## src/inc/rstc_pkg.sv

```systemverilog
`default_nettype none
package rstc_pkg;
    // register byte addresses
    localparam logic [7:0] ADDR_COMMAND = 8'h00;
    localparam logic [7:0] ADDR_STATUS = 8'h04;
    localparam logic [7:0] ADDR_MODE = 8'h08;
    // write key, top byte of command and mode writes
    localparam int KEY_LSB = 24;
    localparam logic [7:0] WRITE_KEY = 8'hA5;
    // command bits
    localparam int CMD_PROC = 0;
    localparam int CMD_PERIPH = 2;
    localparam int CMD_EXT = 3;
    // status bits
    localparam int ST_PIN_EDGE = 0;
    localparam int ST_BROWNOUT = 1;
    localparam int ST_CAUSE_LSB = 8;
    localparam int ST_PIN_LEVEL = 16;
    localparam int ST_BUSY = 17;
    // mode bits
    localparam int MD_PIN_RST_EN = 0;
    localparam int MD_PIN_IRQ_EN = 4;
    localparam int MD_LEN_LSB = 8;
    localparam int MD_BOD_IRQ_EN = 16;
    localparam logic [31:0] MODE_RESET = 32'h0000_0000;
    // reset cause codes
    localparam logic [2:0] CAUSE_POWER_UP = 3'h0;
    localparam logic [2:0] CAUSE_WATCHDOG = 3'h2;
    localparam logic [2:0] CAUSE_SOFTWARE = 3'h3;
    localparam logic [2:0] CAUSE_PIN = 3'h4;
    localparam logic [2:0] CAUSE_BROWNOUT = 3'h5;
    // software reset length in slow clock cycles
    localparam int SOFT_RESET_TICKS = 3;
    localparam int EXT_CNT_W = 17;

    typedef struct packed {
        logic brownout_irq_enable;
        logic [3:0] external_pulse_length;
        logic pin_edge_irq_enable;
        logic pin_reset_enable;
    } rstc_mode_s;

    typedef struct packed {
        logic proc_reset;
        logic periph_reset;
    } rstc_lines_s;

    typedef enum logic [1:0] {
        RSTC_IDLE = 2'b00,
        RSTC_SOFT = 2'b01
    } rstc_soft_e;
endpackage
`default_nettype wire

```

## src/logic/rstc_regs.sv

```systemverilog
// The register addresses and the APB register port are this design's own decisions.
`timescale 1ns/1ns
`default_nettype none
module rstc_regs #(
    parameter int SOFT_TICKS = rstc_pkg::SOFT_RESET_TICKS
) (
    // clock and reset
    input wire logic pclk,
    input wire logic presetn,
    // apb slave
    input wire logic psel,
    input wire logic penable,
    input wire logic pwrite,
    input wire logic [7:0] paddr,
    input wire logic [31:0] pwdata,
    output logic [31:0] prdata,
    output logic pready,
    output logic pslverr,
    // slow clock cycle strobe, one pclk pulse per slow cycle
    input wire logic slow_tick,
    // external reset pin, open drain
    input wire logic nrst_in,
    output logic nrst_out,
    output logic nrst_oe,
    // brownout detector level, low while brown
    input wire logic brownout_n,
    // cause report from the reset state machine
    input wire logic cause_load,
    input wire logic [2:0] cause_code,
    // reset lines and requests
    output logic proc_reset,
    output logic periph_reset,
    output logic user_reset_req,
    output logic irq
);
    localparam int SOFT_W = $clog2(SOFT_TICKS + 1);

    // refused at elaboration, so a bad count never reaches the sequencer
    if (SOFT_TICKS < 1) begin : g_bad_soft_ticks
        $error("SOFT_TICKS must be at least one");
    end

    // bus decode
    wire logic setup = psel && !penable;
    wire logic access = psel && penable && pready;
    wire logic hit_cmd = paddr == rstc_pkg::ADDR_COMMAND;
    wire logic hit_status = paddr == rstc_pkg::ADDR_STATUS;
    wire logic hit_mode = paddr == rstc_pkg::ADDR_MODE;
    wire logic mapped = hit_cmd || hit_status || hit_mode;
    wire logic key_ok = pwdata[rstc_pkg::KEY_LSB +: 8] == rstc_pkg::WRITE_KEY;
    wire logic wr_access = access && pwrite;
    wire logic status_read = access && !pwrite && hit_status;

    // state
    rstc_pkg::rstc_mode_s mode;
    rstc_pkg::rstc_lines_s lines;
    rstc_pkg::rstc_soft_e soft_state;
    logic [SOFT_W-1:0] soft_left;
    logic [rstc_pkg::EXT_CNT_W-1:0] ext_left;
    logic [2:0] reset_cause;
    logic pin_level_sample;
    logic pin_prev;
    logic bod_prev;
    logic pin_edge_flag;
    logic brownout_flag;
    logic oe_seen;

    wire logic soft_reset_busy = soft_state == rstc_pkg::RSTC_SOFT;

    // command write decode
    // a write while busy is dropped whole, key or not
    wire logic cmd_write = wr_access && hit_cmd && key_ok && !soft_reset_busy;
    wire logic cmd_proc = pwdata[rstc_pkg::CMD_PROC];
    wire logic cmd_periph = pwdata[rstc_pkg::CMD_PERIPH];
    wire logic cmd_ext = pwdata[rstc_pkg::CMD_EXT];
    // an all-zero command starts nothing and leaves busy low
    wire logic soft_start = cmd_write && (cmd_proc || cmd_periph || cmd_ext);
    wire logic mode_write = wr_access && hit_mode && key_ok;

    // software reset sequencing
    rstc_pkg::rstc_soft_e next_soft_state;
    logic [SOFT_W-1:0] next_soft_left;
    always_comb begin
        next_soft_state = soft_state;
        next_soft_left = soft_left;
        case (soft_state)
            rstc_pkg::RSTC_IDLE: begin
                if (soft_start) begin
                    next_soft_state = rstc_pkg::RSTC_SOFT;
                    next_soft_left = SOFT_W'(SOFT_TICKS);
                end
            end
            rstc_pkg::RSTC_SOFT: begin
                if (slow_tick) begin
                    if (soft_left == SOFT_W'(1)) begin
                        next_soft_state = rstc_pkg::RSTC_IDLE;
                    end
                    next_soft_left = soft_left - SOFT_W'(1);
                end
            end
            default: begin
                next_soft_state = rstc_pkg::RSTC_IDLE;
            end
        endcase
    end

    // internal lines rise on the write, fall with the software reset
    wire logic soft_ending = soft_reset_busy && next_soft_state == rstc_pkg::RSTC_IDLE;
    rstc_pkg::rstc_lines_s next_lines;
    always_comb begin
        next_lines = lines;
        if (soft_start) begin
            next_lines.proc_reset = cmd_proc;
            next_lines.periph_reset = cmd_periph;
        end else if (soft_ending) begin
            next_lines = '0;
        end
    end

    // external pulse: 2^(L+1) slow cycles; may outlast the software reset
    // the counter width covers the longest pulse, 2^16 slow cycles
    wire logic [rstc_pkg::EXT_CNT_W-1:0] ext_load =
        rstc_pkg::EXT_CNT_W'(1) << (mode.external_pulse_length + 5'd1);
    wire logic ext_start = soft_start && cmd_ext;
    logic [rstc_pkg::EXT_CNT_W-1:0] next_ext_left;
    always_comb begin
        next_ext_left = ext_left;
        if (ext_start) begin
            next_ext_left = ext_load;
        end else if (slow_tick && ext_left != '0) begin
            next_ext_left = ext_left - rstc_pkg::EXT_CNT_W'(1);
        end
    end
    wire logic next_nrst_oe = next_ext_left != '0;

    // pin and brownout edges, set wins over the read clear
    wire logic pin_fall = pin_prev && !pin_level_sample;
    wire logic bod_fall = bod_prev && !brownout_n;
    wire logic next_pin_edge_flag = pin_fall || (pin_edge_flag && !status_read);
    wire logic next_brownout_flag = bod_fall || (brownout_flag && !status_read);

    // a low pin that this block drives itself never starts a user reset
    // the pin sample lags one cycle, so the own drive stays masked one cycle longer
    wire logic next_user_req = mode.pin_reset_enable && !pin_level_sample && !nrst_oe && !oe_seen;

    wire logic pin_irq = next_pin_edge_flag && mode.pin_edge_irq_enable && !mode.pin_reset_enable;
    wire logic bod_irq = next_brownout_flag && mode.brownout_irq_enable;
    wire logic next_irq = pin_irq || bod_irq;

    // read data
    logic [31:0] status_word;
    logic [31:0] mode_word;
    always_comb begin
        status_word = '0;
        // flag value after this edge: an event at the capture edge is reported, not lost to the clear
        status_word[rstc_pkg::ST_PIN_EDGE] = next_pin_edge_flag;
        status_word[rstc_pkg::ST_BROWNOUT] = next_brownout_flag;
        status_word[rstc_pkg::ST_CAUSE_LSB +: 3] = reset_cause;
        status_word[rstc_pkg::ST_PIN_LEVEL] = pin_level_sample;
        status_word[rstc_pkg::ST_BUSY] = soft_reset_busy;
        mode_word = '0;
        mode_word[rstc_pkg::MD_PIN_RST_EN] = mode.pin_reset_enable;
        mode_word[rstc_pkg::MD_PIN_IRQ_EN] = mode.pin_edge_irq_enable;
        mode_word[rstc_pkg::MD_LEN_LSB +: 4] = mode.external_pulse_length;
        mode_word[rstc_pkg::MD_BOD_IRQ_EN] = mode.brownout_irq_enable;
    end
    // the command register is write only and reads as zero
    wire logic [31:0] next_prdata = hit_status ? status_word :
                                    hit_mode ? mode_word : 32'h0000_0000;

    wire rstc_pkg::rstc_mode_s mode_in = '{
        brownout_irq_enable: pwdata[rstc_pkg::MD_BOD_IRQ_EN],
        external_pulse_length: pwdata[rstc_pkg::MD_LEN_LSB +: 4],
        pin_edge_irq_enable: pwdata[rstc_pkg::MD_PIN_IRQ_EN],
        pin_reset_enable: pwdata[rstc_pkg::MD_PIN_RST_EN]
    };

    // apb answer: zero wait states, data captured in the setup cycle
    always_ff @(posedge pclk or negedge presetn) begin
        if (!presetn) begin
            pready <= 1'b0;
            pslverr <= 1'b0;
        end else begin
            pready <= setup;
            pslverr <= setup && !mapped;
        end
    end

    // read data stands only in the access cycle, zero otherwise
    always_ff @(posedge pclk or negedge presetn) begin
        if (!presetn) begin
            prdata <= 32'h0000_0000;
        end else begin
            prdata <= (setup && !pwrite) ? next_prdata : 32'h0000_0000;
        end
    end

    // only a keyed write changes the mode
    always_ff @(posedge pclk or negedge presetn) begin
        if (!presetn) begin
            mode <= '{
                brownout_irq_enable: rstc_pkg::MODE_RESET[rstc_pkg::MD_BOD_IRQ_EN],
                external_pulse_length: rstc_pkg::MODE_RESET[rstc_pkg::MD_LEN_LSB +: 4],
                pin_edge_irq_enable: rstc_pkg::MODE_RESET[rstc_pkg::MD_PIN_IRQ_EN],
                pin_reset_enable: rstc_pkg::MODE_RESET[rstc_pkg::MD_PIN_RST_EN]
            };
        end else if (mode_write) begin
            mode <= mode_in;
        end
    end

    always_ff @(posedge pclk or negedge presetn) begin
        if (!presetn) begin
            soft_state <= rstc_pkg::RSTC_IDLE;
            soft_left <= '0;
            lines <= '0;
        end else begin
            soft_state <= next_soft_state;
            soft_left <= next_soft_left;
            lines <= next_lines;
        end
    end

    // the pin is only pulled low: nrst_out stays zero and the enable does the work
    always_ff @(posedge pclk or negedge presetn) begin
        if (!presetn) begin
            ext_left <= '0;
            nrst_oe <= 1'b0;
            nrst_out <= 1'b0;
        end else begin
            ext_left <= next_ext_left;
            nrst_oe <= next_nrst_oe;
            nrst_out <= 1'b0;
        end
    end

    // cause only changes on a report from the state machine, never on a read
    always_ff @(posedge pclk or negedge presetn) begin
        if (!presetn) begin
            reset_cause <= rstc_pkg::CAUSE_POWER_UP;
        end else if (cause_load) begin
            reset_cause <= cause_code;
        end
    end

    // pins are high when idle, so the previous levels reset high
    always_ff @(posedge pclk or negedge presetn) begin
        if (!presetn) begin
            pin_level_sample <= 1'b1;
            pin_prev <= 1'b1;
            bod_prev <= 1'b1;
            oe_seen <= 1'b0;
        end else begin
            pin_level_sample <= nrst_in;
            pin_prev <= pin_level_sample;
            bod_prev <= brownout_n;
            oe_seen <= nrst_oe;
        end
    end

    // set wins: an edge in the clearing cycle survives the read
    always_ff @(posedge pclk or negedge presetn) begin
        if (!presetn) begin
            pin_edge_flag <= 1'b0;
            brownout_flag <= 1'b0;
        end else begin
            pin_edge_flag <= next_pin_edge_flag;
            brownout_flag <= next_brownout_flag;
        end
    end

    // registered so both requests leave straight from flops
    always_ff @(posedge pclk or negedge presetn) begin
        if (!presetn) begin
            user_reset_req <= 1'b0;
            irq <= 1'b0;
        end else begin
            user_reset_req <= next_user_req;
            irq <= next_irq;
        end
    end

    assign proc_reset = lines.proc_reset;
    assign periph_reset = lines.periph_reset;
endmodule
`default_nettype wire

```

## config.mk

```make
export PLATFORM = sky130hd
export DESIGN_NAME = rstc_regs
export DESIGN_NICKNAME = d
export VERILOG_FILES = /design/src/inc/rstc_pkg.sv /design/src/logic/rstc_regs.sv
export SDC_FILE = /design/constraint.sdc
export NUM_CORES = 1
export LEC_CHECK = 0
export BUFFER_PORTS_ARGS = -buffer_cell sky130_fd_sc_hd__buf_2
export CORE_MARGIN = 10
export CORE_UTILIZATION = 54
export CTS_CLUSTER_SIZE = 24
export DETAILED_ROUTE_END_ITERATION = 7
export PLACE_DENSITY_LB_ADDON = 0.1
export SETUP_SLACK_MARGIN = 0.1
export SLEW_MARGIN = 15
export SYNTH_ARGS = -nofsm -noshare
export SYNTH_HDL_FRONTEND = slang
export SYNTH_SLANG_ARGS = --single-unit
```

## constraint.sdc

```tcl
create_clock -name pclk -period 7.1 [get_ports pclk]
set_clock_uncertainty 0.05 [all_clocks]
set_input_delay 1.42 -clock pclk [delete_from_list [all_inputs] [get_ports pclk]]
set_output_delay 1.42 -clock pclk [all_outputs]
set_load 0.02 [all_outputs]
```

* Word level (Yosys, flattened, before mapping)
Cells that the tools add are included.
Word-level totals: RAM bits 0, bits in latches 0, memories 0, memory bits (read-only) 0, word-level logic and storage cells 99, bits in registers 62, output and inout port bits 40
Cells by class: multiply operators 0, bitwise logic cells 0, muxes and demuxes 14, div/mod/pow operators 0, equal/unequal tests 7, reductions and logical operators 52, shifts and indexed selects 1, $add $sub $neg 3, $lt $le $gt $ge 0
Operators by type and width (count):
- $mux 17 | 3
- $mux 18 | 2
- $reduce_bool 17->1 | 2
- $logic_and 1x1->1 | 27
- $shl 1x5->17 const A | 1
- $sub 17x1->17 const B | 1
- $mux 2 | 7
- $logic_not 1->1 | 10
- $eq 8x3->1 const B | 1
- $eq 8x4->1 const B | 1
- $eq 8x8->1 const B | 1
- $logic_not 8->1 | 1
- $pmux 2 s2 | 2
- $logic_or 1x1->1 | 7
- $add 4x1->5 const B | 1
- $eq 2x1->1 const B | 2
- $logic_not 2->1 | 2
- $ne 2x2->1 const B | 2
- $reduce_bool 2->1 | 2
- $reduce_and 3->1 | 1
- $sub 2x1->2 const B | 1

* Depth between registers and ports, before layout
Gate-level depths: netlist of run 1.
word-level depth 13, gate-level depth with buffers 9, mapped depth without buffers 9

* Least setup slack after synthesis of run 1
OpenSTA, ideal clock, no wires.
path type input to register, from input paddr[2], to register nrst_oe, stages 6, data required time 6916 ps, setup slack 3287 ps, arrival 3629 ps, path through or4b_1 -> nor4_4 -> mux2_2 -> or4_4 -> nor4_2 -> nand4_1
On the way: longest elaborated chain between the ends 8
Ends and longest elaborated chain:
- start, declared | RTL line rstc_regs.sv:14 | input wire logic [7:0] paddr,
- $logic_not 8->1 | RTL line rstc_regs.sv:46 | wire logic hit_cmd = paddr == rstc_pkg::ADDR_COMMAND;
- $logic_and 1x1->1 (3 in series) | RTL line rstc_regs.sv:72 | wire logic cmd_write = wr_access && hit_cmd && key_ok && !soft_reset_busy;
- $logic_and 1x1->1 | RTL line rstc_regs.sv:77 | wire logic soft_start = cmd_write && (cmd_proc || cmd_periph || cmd_ext);
- $logic_and 1x1->1 | RTL line rstc_regs.sv:124 | wire logic ext_start = soft_start && cmd_ext;
- $mux 17 | RTL line rstc_regs.sv:128 | if (ext_start) begin
- via next_ext_left (one bit) | RTL line rstc_regs.sv:125 | logic [rstc_pkg::EXT_CNT_W-1:0] next_ext_left;
- $reduce_bool 17->1 | RTL line rstc_regs.sv:134 | wire logic next_nrst_oe = next_ext_left != '0;
- via next_nrst_oe | RTL line rstc_regs.sv:134
- end signal, assigned | RTL line rstc_regs.sv:232 | nrst_oe <= next_nrst_oe;
- end, declared | RTL line rstc_regs.sv:24 | output logic nrst_oe,
The timed path passes the listed nets, and every way through them passes these cells. A chain may end at the register's enable or synchronous reset.

* Worst setup path after layout of run 1
Same ends and word-level chain as after synthesis.

==> results.sh, run 1 <==
export IMPL_ys_ff_latch=53
export IMPL_final_common_cell="buf_2"
export IMPL_cp_max_fo=7
export IMPL_synthFlopType="dfrtp_1"
export IMPL_root_buffer="clkbuf_8"
export IMPL_crit_type="input pin to flop"
export IMPL_dp_cells=401
export IMPL_core_area_mm2=0.00514
export IMPL_postLayoutCellArea_mm2=0.00324
export IMPL_syn_area_per_cell_um2=10.1
export IMPL_final_util_pct=63.0
export IMPL_finalPower_uw=834
export IMPL_drive_gt1_share_pct=28.0
export IMPL_gp_congestion=0.881
export IMPL_critPathTopFamily="simple AND/OR/NAND/NOR gates"
export IMPL_synthXorXnorAreaFrac_pct=2.43
export IMPL_antenna_found_initial=0
export IMPL_cp_start_kind="input pin"
export IMPL_fillers=463
export IMPL_synthAdderAreaFrac_pct=1.30
export IMPL_io_buffers=52
export IMPL_min_delay_start="pin_level_sample"
export IMPL_grt_usage_pct=15.5
export IMPL_firstDrtPassIters=4
export IMPL_cts_tree="done"
export IMPL_finalSetupViolCount=0
export IMPL_yosys_cell_types_count=50
export IMPL_clk_path_buf_depth=2
export IMPL_outcome="completed"
export IMPL_fin_nets=393
export IMPL_die_h_um=93.1
export IMPL_final_cell_mix="52 x buf_2, 50 x dfrtp_1, 25 x conb_1"
export IMPL_slew_headroom_pct=32.4
export IMPL_max_stage_delay_ps=640
export IMPL_area_growth_pct=12.1
export IMPL_die_area_mm2=0.00867
export IMPL_hold_viol=0
export IMPL_synth_compound_area_share_pct=9.54
export IMPL_fin_cells=409
export IMPL_endpoint_kind="flop"
export IMPL_worstSkewPairLatency_ps=300
export IMPL_slowest_stage="or4b_1"
export IMPL_path_cells="buf_2 -> or4b_1 -> nor4_4 -> mux2_2 -> or4_4 -> nor4_2 -> nand4_1"
export IMPL_die_w_um=93.1
export IMPL_cts_setup_buffers=0
export IMPL_synthArstFlopShare_pct=100
export IMPL_htree_levels=2
export IMPL_synth_simple_area_share_pct=25.0
export IMPL_vdd_drop_max_mv=0.120
export IMPL_cts_resized=0
export IMPL_diodes=0
export IMPL_r2r_start="ext_left[0]"
export IMPL_synth_edff_count=0
export IMPL_netlist_area_mm2=0.00289
export IMPL_critPathBufInv=1
export IMPL_multi_input_area_mm2=0.00139
export IMPL_wl_mm=6.55
export IMPL_ctsHoldBuffers=0
export IMPL_vias=2189
export IMPL_crit_arrival_ps=4040
export IMPL_seq_area_mm2=0.00133
export IMPL_seq_area_frac_synth_pct=46.1
export IMPL_hpwl_mm=5.10
export IMPL_gr_total_overflow=0
export IMPL_drtIter0Drc=111
export IMPL_vias_per_cell=5.35
export IMPL_leakagePower_nw=1.49
export IMPL_maxCapViolCount=0
export IMPL_path_clk_slew_ps=100
export IMPL_rsz0062_at_grt="no"
export IMPL_pin_count=92
export IMPL_placed_area_mm2=0.00312
export IMPL_grt_pass1_wl_mm=10.9
export IMPL_post_drt_wl_per_cell_um=16.0
export IMPL_cp_required_ps=7230
export IMPL_finalMaxSlewViolations=0
export IMPL_cts_num_sinks=53
export IMPL_fmax_ghz=0.256
export IMPL_hold_path_class="flop to flop"
export IMPL_cts_buffers=5
export IMPL_tns_ps=0
export IMPL_first_global_vias=2308
export IMPL_yosys_warnings=0
export IMPL_syn_instance_count=285
export IMPL_powerDensity_mw_per_mm2=258
export IMPL_drc=0
export IMPL_final_antenna_net_count=0
export IMPL_worst_pin_slew_ps=1000
export IMPL_period_share_pct=55.1
export IMPL_fin_crit_ps=3910
export IMPL_synth_top_family_by_area="simple AND/OR/NAND/NOR gates"
export IMPL_grt_max_degree=54
export IMPL_initial_utilization_pct=56.2
export IMPL_muxShareOfSynthArea_pct=6.76
export IMPL_row_count=26
export IMPL_startpoint="paddr[2]"
[layout make-up]
cell class,count,share of cell area (%)
Multi-Input combinational cell,214,43.1
Sequential cell,53,41.1
Timing Repair Buffer,54,8.51
Tap cell,70,2.71
Clock buffer,6,2.24
Clock inverter,2,1.20
Inverter,10,1.16
[path summary, 6_finish.rpt]
kind	endpoint	slack, ps	cells past startpoint
max reg2reg	nrst_oe	3920	9
min in group asynchronous	brownout_flag	1170	2
max	nrst_oe	3190	7
min reg2reg	pin_prev	360	0
max in group asynchronous	ext_left[0]	5380	2
min	pin_prev	360	0
[state kept, by name, indices dropped and copies added (netlist names)]
signal / cells
pin_edge_flag: 1
soft_state: 2
pin_prev: 1
pready: 1
pslverr: 1
brownout_flag: 1
nrst_oe: 1
prdata: 9
pin_level_sample: 1
mode: 7
user_reset_req: 1
soft_left: 2
irq: 1
periph_reset: 1
reset_cause: 3
bod_prev: 1
ext_left: 17
proc_reset: 1
oe_seen: 1
[report_power, final]
part	internal [mW]	total, mW	switching [mW]
Clock	0.107	0.204	0.0975
Combinational	0.102	0.233	0.130
Sequential	0.345	0.397	0.0518
[routing by layer]
layer | share of wire, % | vias to the layer above | GRT usage [%]
li1 | - | 1083 | -
met1 | 43 | 1022 | 18.6
met2 | 47 | 80 | 25.6
met3 | 8.6 | 4 | 5.52
met4 | 1.2 | 0 | 4.11
met5 | 0 | - | 0
[cell usage after synthesis (3+ instances only)]
cell type	number	area (um^2)
mux2i_1	6	60.1
nand2b_1	4	25.0
nor4_1	6	37.5
nor4b_1	3	26.3
nor2_1	20	75.1
o21ai_0	10	50.1
mux2_2	12	135
nand2_1	19	71.3
nand3_1	15	75.1
a21oi_1	8	40.0
ha_1	3	37.5
a211oi_1	3	22.5
buf_4	25	188
dfrtp_1	50	1250
or2_2	3	18.8
xnor2_1	8	70.1
and3_1	5	31.3
a22oi_1	5	37.5
inv_1	10	37.5
nor2b_1	8	50.1
nor3_1	10	50.1
dfstp_2	3	78.8
nand4_1	5	31.3
clkbuf_1	6	22.5
a32o_1	3	30.0
[worst register-to-register path: stages (launching register included)]
cell	delay [ps]
dfrtp_1	400
inv_1	110
ha_1	200
or4b_4	520
nor4_4	590
o21a_2	230
mux2i_1	90
or4_4	580
nor4_2	180
nand4_1	120
[metrics by stage]
step | hold slack [ps] | worst slack (ps)
floorplan | 316 | 3290
global placement | 339 | 2920
detailed placement | 346 | 2900
CTS | 358 | 3230
global route | 362 | 3150
finish | 360 | 3190
[logic make-up (layout without fill, tap and decap cells)]
group	count (synthesis)	after routing
adder cells (fa/ha/maj)	3	3
buffers and inverters	42	72
multiplexers	18	18
AO/OA/AOI/OAI	40	40
XOR/XNOR	8	8
flip-flops	53	53
AND/OR/NAND/NOR	120	120
other	1	25
Note: power is estimated with default switching activity, not from simulation.
==> inputs of run 2 (changes only) <==
--- a/config.mk
+++ b/config.mk
@@ -5,9 +5,10 @@
 export SDC_FILE = /design/constraint.sdc
 export NUM_CORES = 1
 export LEC_CHECK = 0
+export ABC_AREA = 1
 export BUFFER_PORTS_ARGS = -buffer_cell sky130_fd_sc_hd__buf_2
 export CORE_MARGIN = 10
-export CORE_UTILIZATION = 54
+export CORE_UTILIZATION = 52
 export CTS_CLUSTER_SIZE = 24
 export DETAILED_ROUTE_END_ITERATION = 7
 export PLACE_DENSITY_LB_ADDON = 0.1
==> constraint.sdc (replaced) <==
create_clock -name pclk -period 3.6 [get_ports pclk]
set_clock_uncertainty 0.05 [all_clocks]
set_input_delay 0.72 -clock pclk [delete_from_list [all_inputs] [get_ports pclk]]
set_output_delay 0.72 -clock pclk [all_outputs]
set_load 0.02 [all_outputs]
==> run 2 against run 1 <==
Clock power up 130%. Sequential cell count unchanged. Sequential power up 78%. Critical path depth up 10. Worst hold slack worse by 48 ps. Wire length up 11%. Largest power group unchanged. Highest routed layer unchanged.
==> results.sh, run 2 <==
export IMPL_wl_mm=7.27
export IMPL_die_w_um=98.1
export IMPL_clk_path_buf_depth=2
export IMPL_area_growth_pct=12.0
export IMPL_r2r_start="ext_left[0]"
export IMPL_netlist_area_mm2=0.00317
export IMPL_maxCapViolCount=0
export IMPL_cp_max_fo=17
export IMPL_cp_start_kind="flop"
export IMPL_slowest_stage="dfrtp_1"
export IMPL_antenna_found_initial=0
export IMPL_final_cell_mix="122 x nand2_1, 54 x nor2_1, 52 x buf_2"
export IMPL_worst_path_most_repeated_cell="nand2_1"
export IMPL_placed_area_mm2=0.00342
export IMPL_grt_pass1_wl_mm=12.5
export IMPL_top_register="ext_left"
export IMPL_largest_register_ffs=17
export IMPL_yosys_cell_types_count=36
export IMPL_reg_largest_list="ext_left x17, prdata x9, mode x7"
export IMPL_core_area_mm2=0.00592
export IMPL_cts_buffers=5
export IMPL_ctsHoldBuffers=0
export IMPL_hold_path_class="input pin to async pin"
export IMPL_synthTopCellsByArea="dfrtp_1 39%, nand2_1 14%, nor2_1 6.4%, buf_4 5.7%, inv_1 5.2%"
export IMPL_reg2reg_depth=17
export IMPL_period_share_pct=60.2
export IMPL_die_h_um=98.1
export IMPL_synth_top_cells_by_count="122 x nand2_1, 54 x nor2_1, 50 x dfrtp_1, 44 x inv_1, 27 x nand3_1"
export IMPL_htree_levels=2
export IMPL_worstSkewPairLatency_ps=310
export IMPL_grt_max_degree=33
export IMPL_synthFlopType="dfrtp_1"
export IMPL_grt_usage_pct=15.3
export IMPL_finalMaxSlewViolations=0
export IMPL_cts_setup_buffers=0
export IMPL_pin_count=92
export IMPL_cts_tree="done"
export IMPL_leakagePower_nw=1.84
export IMPL_worstReg2RegEnd="nrst_oe"
export IMPL_syn_instance_count=416
export IMPL_fin_nets=529
export IMPL_firstDrtPassIters=4
export IMPL_drtIter0Drc=146
export IMPL_crit_type="flop to flop"
export IMPL_cp_required_ps=3760
export IMPL_fmax_ghz=0.461
export IMPL_seq_area_frac_synth_pct=41.9
export IMPL_synth_edff_count=0
export IMPL_startpoint="ext_left[0]"
export IMPL_fin_crit_ps=2170
export IMPL_diodes=0
export IMPL_final_util_pct=60.0
export IMPL_critPathBufInv=3
export IMPL_syn_area_per_cell_um2=7.62
export IMPL_vias_per_cell=4.83
export IMPL_vdd_drop_max_mv=0.322
export IMPL_postLayoutCellArea_mm2=0.00355
export IMPL_hpwl_mm=5.88
export IMPL_root_buffer="clkbuf_8"
export IMPL_max_stage_delay_ps=390
export IMPL_drive_gt1_share_pct=22.5
export IMPL_die_area_mm2=0.00962
export IMPL_reg2reg_slack_ps=1430
export IMPL_rsz0062_at_grt="no"
export IMPL_post_drt_wl_per_cell_um=13.2
export IMPL_first_global_vias=2650
export IMPL_path_cells="inv_1 -> ha_1 -> inv_1 -> nor2_1 -> nand2_1 -> nor2_2 -> nand2_4 -> nand2_8 -> inv_4 -> nand2_1 -> nand2_1 -> nand2_1 -> nand2_1 -> nor2_1 -> nand3_1 -> nor2_1 -> nand2_1"
export IMPL_ys_ff_latch=53
export IMPL_hold_viol=0
export IMPL_yosys_warnings=0
export IMPL_path_clk_slew_ps=110
export IMPL_synth_top_cell_area_share_pct=39.4
export IMPL_final_antenna_net_count=0
export IMPL_finalSetupViolCount=0
export IMPL_hold_ws_ps=313
export IMPL_critPathTopFamily="simple AND/OR/NAND/NOR gates"
export IMPL_drc=0
export IMPL_cts_num_sinks=53
export IMPL_cts_resized=0
export IMPL_tns_ps=0
export IMPL_synth_top_area_cell="dfrtp_1"
export IMPL_synthArstFlopShare_pct=100
export IMPL_io_buffers=52
export IMPL_gr_total_overflow=0
export IMPL_initial_utilization_pct=53.6
export IMPL_powerDensity_mw_per_mm2=425
export IMPL_row_count=28
export IMPL_gp_congestion=0.914
export IMPL_path_depth=17
export IMPL_vias=2655
export IMPL_endpoint_kind="flop"
export IMPL_final_common_cell="nand2_1"
export IMPL_yosysMostFrequentCell="nand2_1"
export IMPL_crit_arrival_ps=2330
export IMPL_outcome="completed"
run 2: cell families (layout without fill, tap and decap cells):
kind of cell | count (synthesis) | in the layout | share of synthesized area (%)
simple gates | 250 | 250 | 36.6
buf+inv | 76 | 111 | 12.4
flops | 53 | 53 | 41.9
compound gates | 24 | 24 | 4.81
mux | 6 | 6 | 2.13
fa+ha+maj | 3 | 3 | 1.18
xor+xnor | 3 | 3 | 0.829
other cells | 1 | 25 | 0.118
run 2: layer usage:
metal | track usage (%) | up-vias | wire (um)
met5 | 0 | - | 0
met4 | 3.91 | 0 | 76
met3 | 4.72 | 9 | 414
li1 | - | 1377 | -
met1 | 18.6 | 1204 | 3180
met2 | 25.7 | 65 | 3600
run 2: metrics by stage:
stage          setup slack, ps  std cells  power (mW)
4_1_cts                   1420        550        1.52
6_report                  1430        550        1.51
3_3_place_gp              1150        542        1.04
2_1_floorplan             1620        440       0.976
3_5_place_dp              1150        542        1.05
5_1_grt                   1190        550        1.61
run 2: layout make-up:
type	instances	area [um^2]
timing repair buffer	53	268
multi-input combinational	311	1540
clock inverter	3	65.1
sequential	53	1330
clock buffer	5	68.8
fill	562	2370
tap	75	93.8
inverter	50	190
run 2: worst max path at each step:
stage | to | slack [ps]
after floorplan | nrst_oe | 1620
after global placement | nrst_oe | 1150
after detailed placement | nrst_oe | 1150
after CTS | nrst_oe | 1420
after global routing | nrst_oe | 1190
final | nrst_oe | 1430
run 2: where the power goes:
group          switching (mW)  internal, mW  leakage, nW
Clock                   0.197         0.276       0.0681
Combinational           0.214         0.118         1.11
Sequential             0.0596         0.647        0.663
==> inputs of run 3 (changes only) <==
--- a/config.mk
+++ b/config.mk
@@ -8,7 +8,7 @@
 export ABC_AREA = 1
 export BUFFER_PORTS_ARGS = -buffer_cell sky130_fd_sc_hd__buf_2
 export CORE_MARGIN = 10
-export CORE_UTILIZATION = 52
+export CORE_UTILIZATION = 47
 export CTS_CLUSTER_SIZE = 24
 export DETAILED_ROUTE_END_ITERATION = 7
 export PLACE_DENSITY_LB_ADDON = 0.1
==> constraint.sdc (replaced) <==
create_clock -name pclk -period 1.98 [get_ports pclk]
set_clock_uncertainty 0.05 [all_clocks]
set_input_delay 0.396 -clock pclk [delete_from_list [all_inputs] [get_ports pclk]]
set_output_delay 0.396 -clock pclk [all_outputs]
set_load 0.02 [all_outputs]
==> run 3 against run 2 <==
The run now ends with setup timing left. Register-to-register slack worse by 1500 ps. Worst hold slack worse by 190 ps. Fmax up 6.4%. Wire length up 9.8%. Die area up 8.4%. Clock power up 43%. Largest cell class unchanged.
==> results.sh, run 3 (synthesized netlist as in run 2, its figures left out) <==
export IMPL_core_area_mm2=0.00646
export IMPL_antenna_found_initial=0
export IMPL_grt_usage_pct=15.4
export IMPL_pin_count=92
export IMPL_vias=2765
export IMPL_maxCapViolCount=0
export IMPL_cp_start_kind="flop"
export IMPL_row_count=29
export IMPL_cp_required_ps=2150
export IMPL_die_w_um=102
export IMPL_first_global_vias=2706
export IMPL_powerDensity_mw_per_mm2=704
export IMPL_cts_tree="done"
export IMPL_reg2reg_depth=17
export IMPL_setup_slack_ps=-57.5
export IMPL_endpoint_kind="flop"
export IMPL_hold_ws_ps=121
export IMPL_final_common_cell="nand2_1"
export IMPL_drive_gt1_share_pct=31.1
export IMPL_rsz0062_at_grt="yes"
export IMPL_reg_largest_list="ext_left x17, prdata x9, mode x7"
export IMPL_root_buffer="clkbuf_8"
export IMPL_hpwl_mm=6.33
export IMPL_final_util_pct=60.3
export IMPL_die_area_mm2=0.0104
export IMPL_leakagePower_nw=2.00
export IMPL_violations="setup timing"
export IMPL_cts_num_sinks=53
export IMPL_outcome="complete, but fails checks"
export IMPL_gr_total_overflow=0
export IMPL_htree_levels=2
export IMPL_fin_nets=559
export IMPL_hold_viol=0
export IMPL_wl_mm=7.98
export IMPL_firstDrtPassIters=4
export IMPL_vias_per_cell=4.75
export IMPL_hold_path_class="input pin to flop"
export IMPL_finalSetupViolCount=1
export IMPL_io_buffers=52
export IMPL_clk_path_buf_depth=2
export IMPL_drtIter0Drc=115
export IMPL_crit_arrival_ps=2210
export IMPL_initial_utilization_pct=49.1
export IMPL_finalMaxSlewViolations=0
export IMPL_fin_crit_ps=2040
export IMPL_drc=0
export IMPL_post_drt_wl_per_cell_um=13.7
export IMPL_dp_cells=568
export IMPL_startpoint="ext_left[1]"
export IMPL_reg2reg_slack_ps=-60
export IMPL_diodes=0
export IMPL_period_share_pct=103
export IMPL_die_h_um=102
export IMPL_vdd_drop_max_mv=0.527
export IMPL_cp_max_fo=10
export IMPL_worstReg2RegEnd="nrst_oe"
export IMPL_path_clk_slew_ps=100
export IMPL_final_antenna_net_count=0
export IMPL_largest_register_ffs=17
export IMPL_r2r_start="ext_left[1]"
export IMPL_placed_area_mm2=0.00363
export IMPL_crit_type="flop to flop"
export IMPL_fin_cells=582
export IMPL_fmax_ghz=0.491
export IMPL_worstSkewPairLatency_ps=320
export IMPL_postLayoutCellArea_mm2=0.00389
export IMPL_area_growth_pct=22.8
export IMPL_cts_buffers=5
export IMPL_grt_pass1_wl_mm=12.8
export IMPL_final_cell_mix="115 x nand2_1, 52 x buf_2, 50 x dfrtp_1"
export IMPL_grt_max_degree=21
export IMPL_gp_congestion=0.891
export IMPL_endpoint="nrst_oe"
export IMPL_top_register="ext_left"
[run 3: area by class of cell]
| class | count | area [um^2] |
|---|---|---|
| clock buffers | 6 | 82.6 |
| clock inverters | 2 | 16.3 |
| fillers | 606 | 2560 |
| inverters | 50 | 195 |
| multi-input cells | 311 | 1630 |
| flip-flops and latches | 53 | 1330 |
| well taps | 77 | 96.3 |
| repair buffers | 83 | 549 |
[run 3: timing repair]
| item | in CTS | in global routing |
|---|---|---|
| gates cloned | 0 | 1 |
| pin swaps | 5 | 13 |
| hold buffers | 1 | 0 |
| hold endpoints to repair | 14 | 0 |
| resized for setup | 5 | 26 |
| endpoints found under the setup margin | 1 | 3 |
| setup buffers | 2 | 2 |
[run 3: stage by stage]
stage               setup WS [ps]  power (mW)  setup TNS [ps]
floorplan                     172        1.78               0
global placement            -62.0        1.96           -62.0
detailed placement           -110        1.97            -110
CTS                          3.38        2.66               0
global route                 -220        2.91            -240
finish                      -57.5        2.74           -57.5
[run 3: worst min path at each step]
stage                 start          endpoint  slack (ps)  cells past startpoint
floorplan           presetn     brownout_flag          50                      0
global placement    presetn     brownout_flag         310                      1
detailed placement  presetn     brownout_flag         310                      1
CTS                 nrst_in  pin_level_sample         110                      1
global route        nrst_in  pin_level_sample         100                      1
finish              nrst_in  pin_level_sample         120                      1
[run 3: worst max-delay path: stages, from the launching register on]
cell and delay (ps):
dfrtp_1 410, inv_2 100, ha_4 130, inv_2 20, nor2_1 100, nand2_1 80
nor2_2 140, nand2_4 90, nand2_8 100, inv_8 50, nand2_1 90, nand2_1 70
nand2_1 80, nand2_2 70, nor2_2 100, nand2_2 80, nor2_2 110, nand2_1 60
[run 3: layer usage]
metal  part of all wire (%)  vias to the layer above  track usage [%]
li1                       -                     1442                -
met4                   0.93                        0             4.45
met5                      0                        -                0
met2                     50                       45             25.5
met3                    4.3                        6             4.59
met1                     45                     1272             19.1
[run 3: where the power goes]
group	leakage [nW]	internal (mW)	switching, mW
clock network	0.0478	0.289	0.389
registers	0.663	1.18	0.109
logic	1.29	0.314	0.464
total	2.00	1.78	0.962
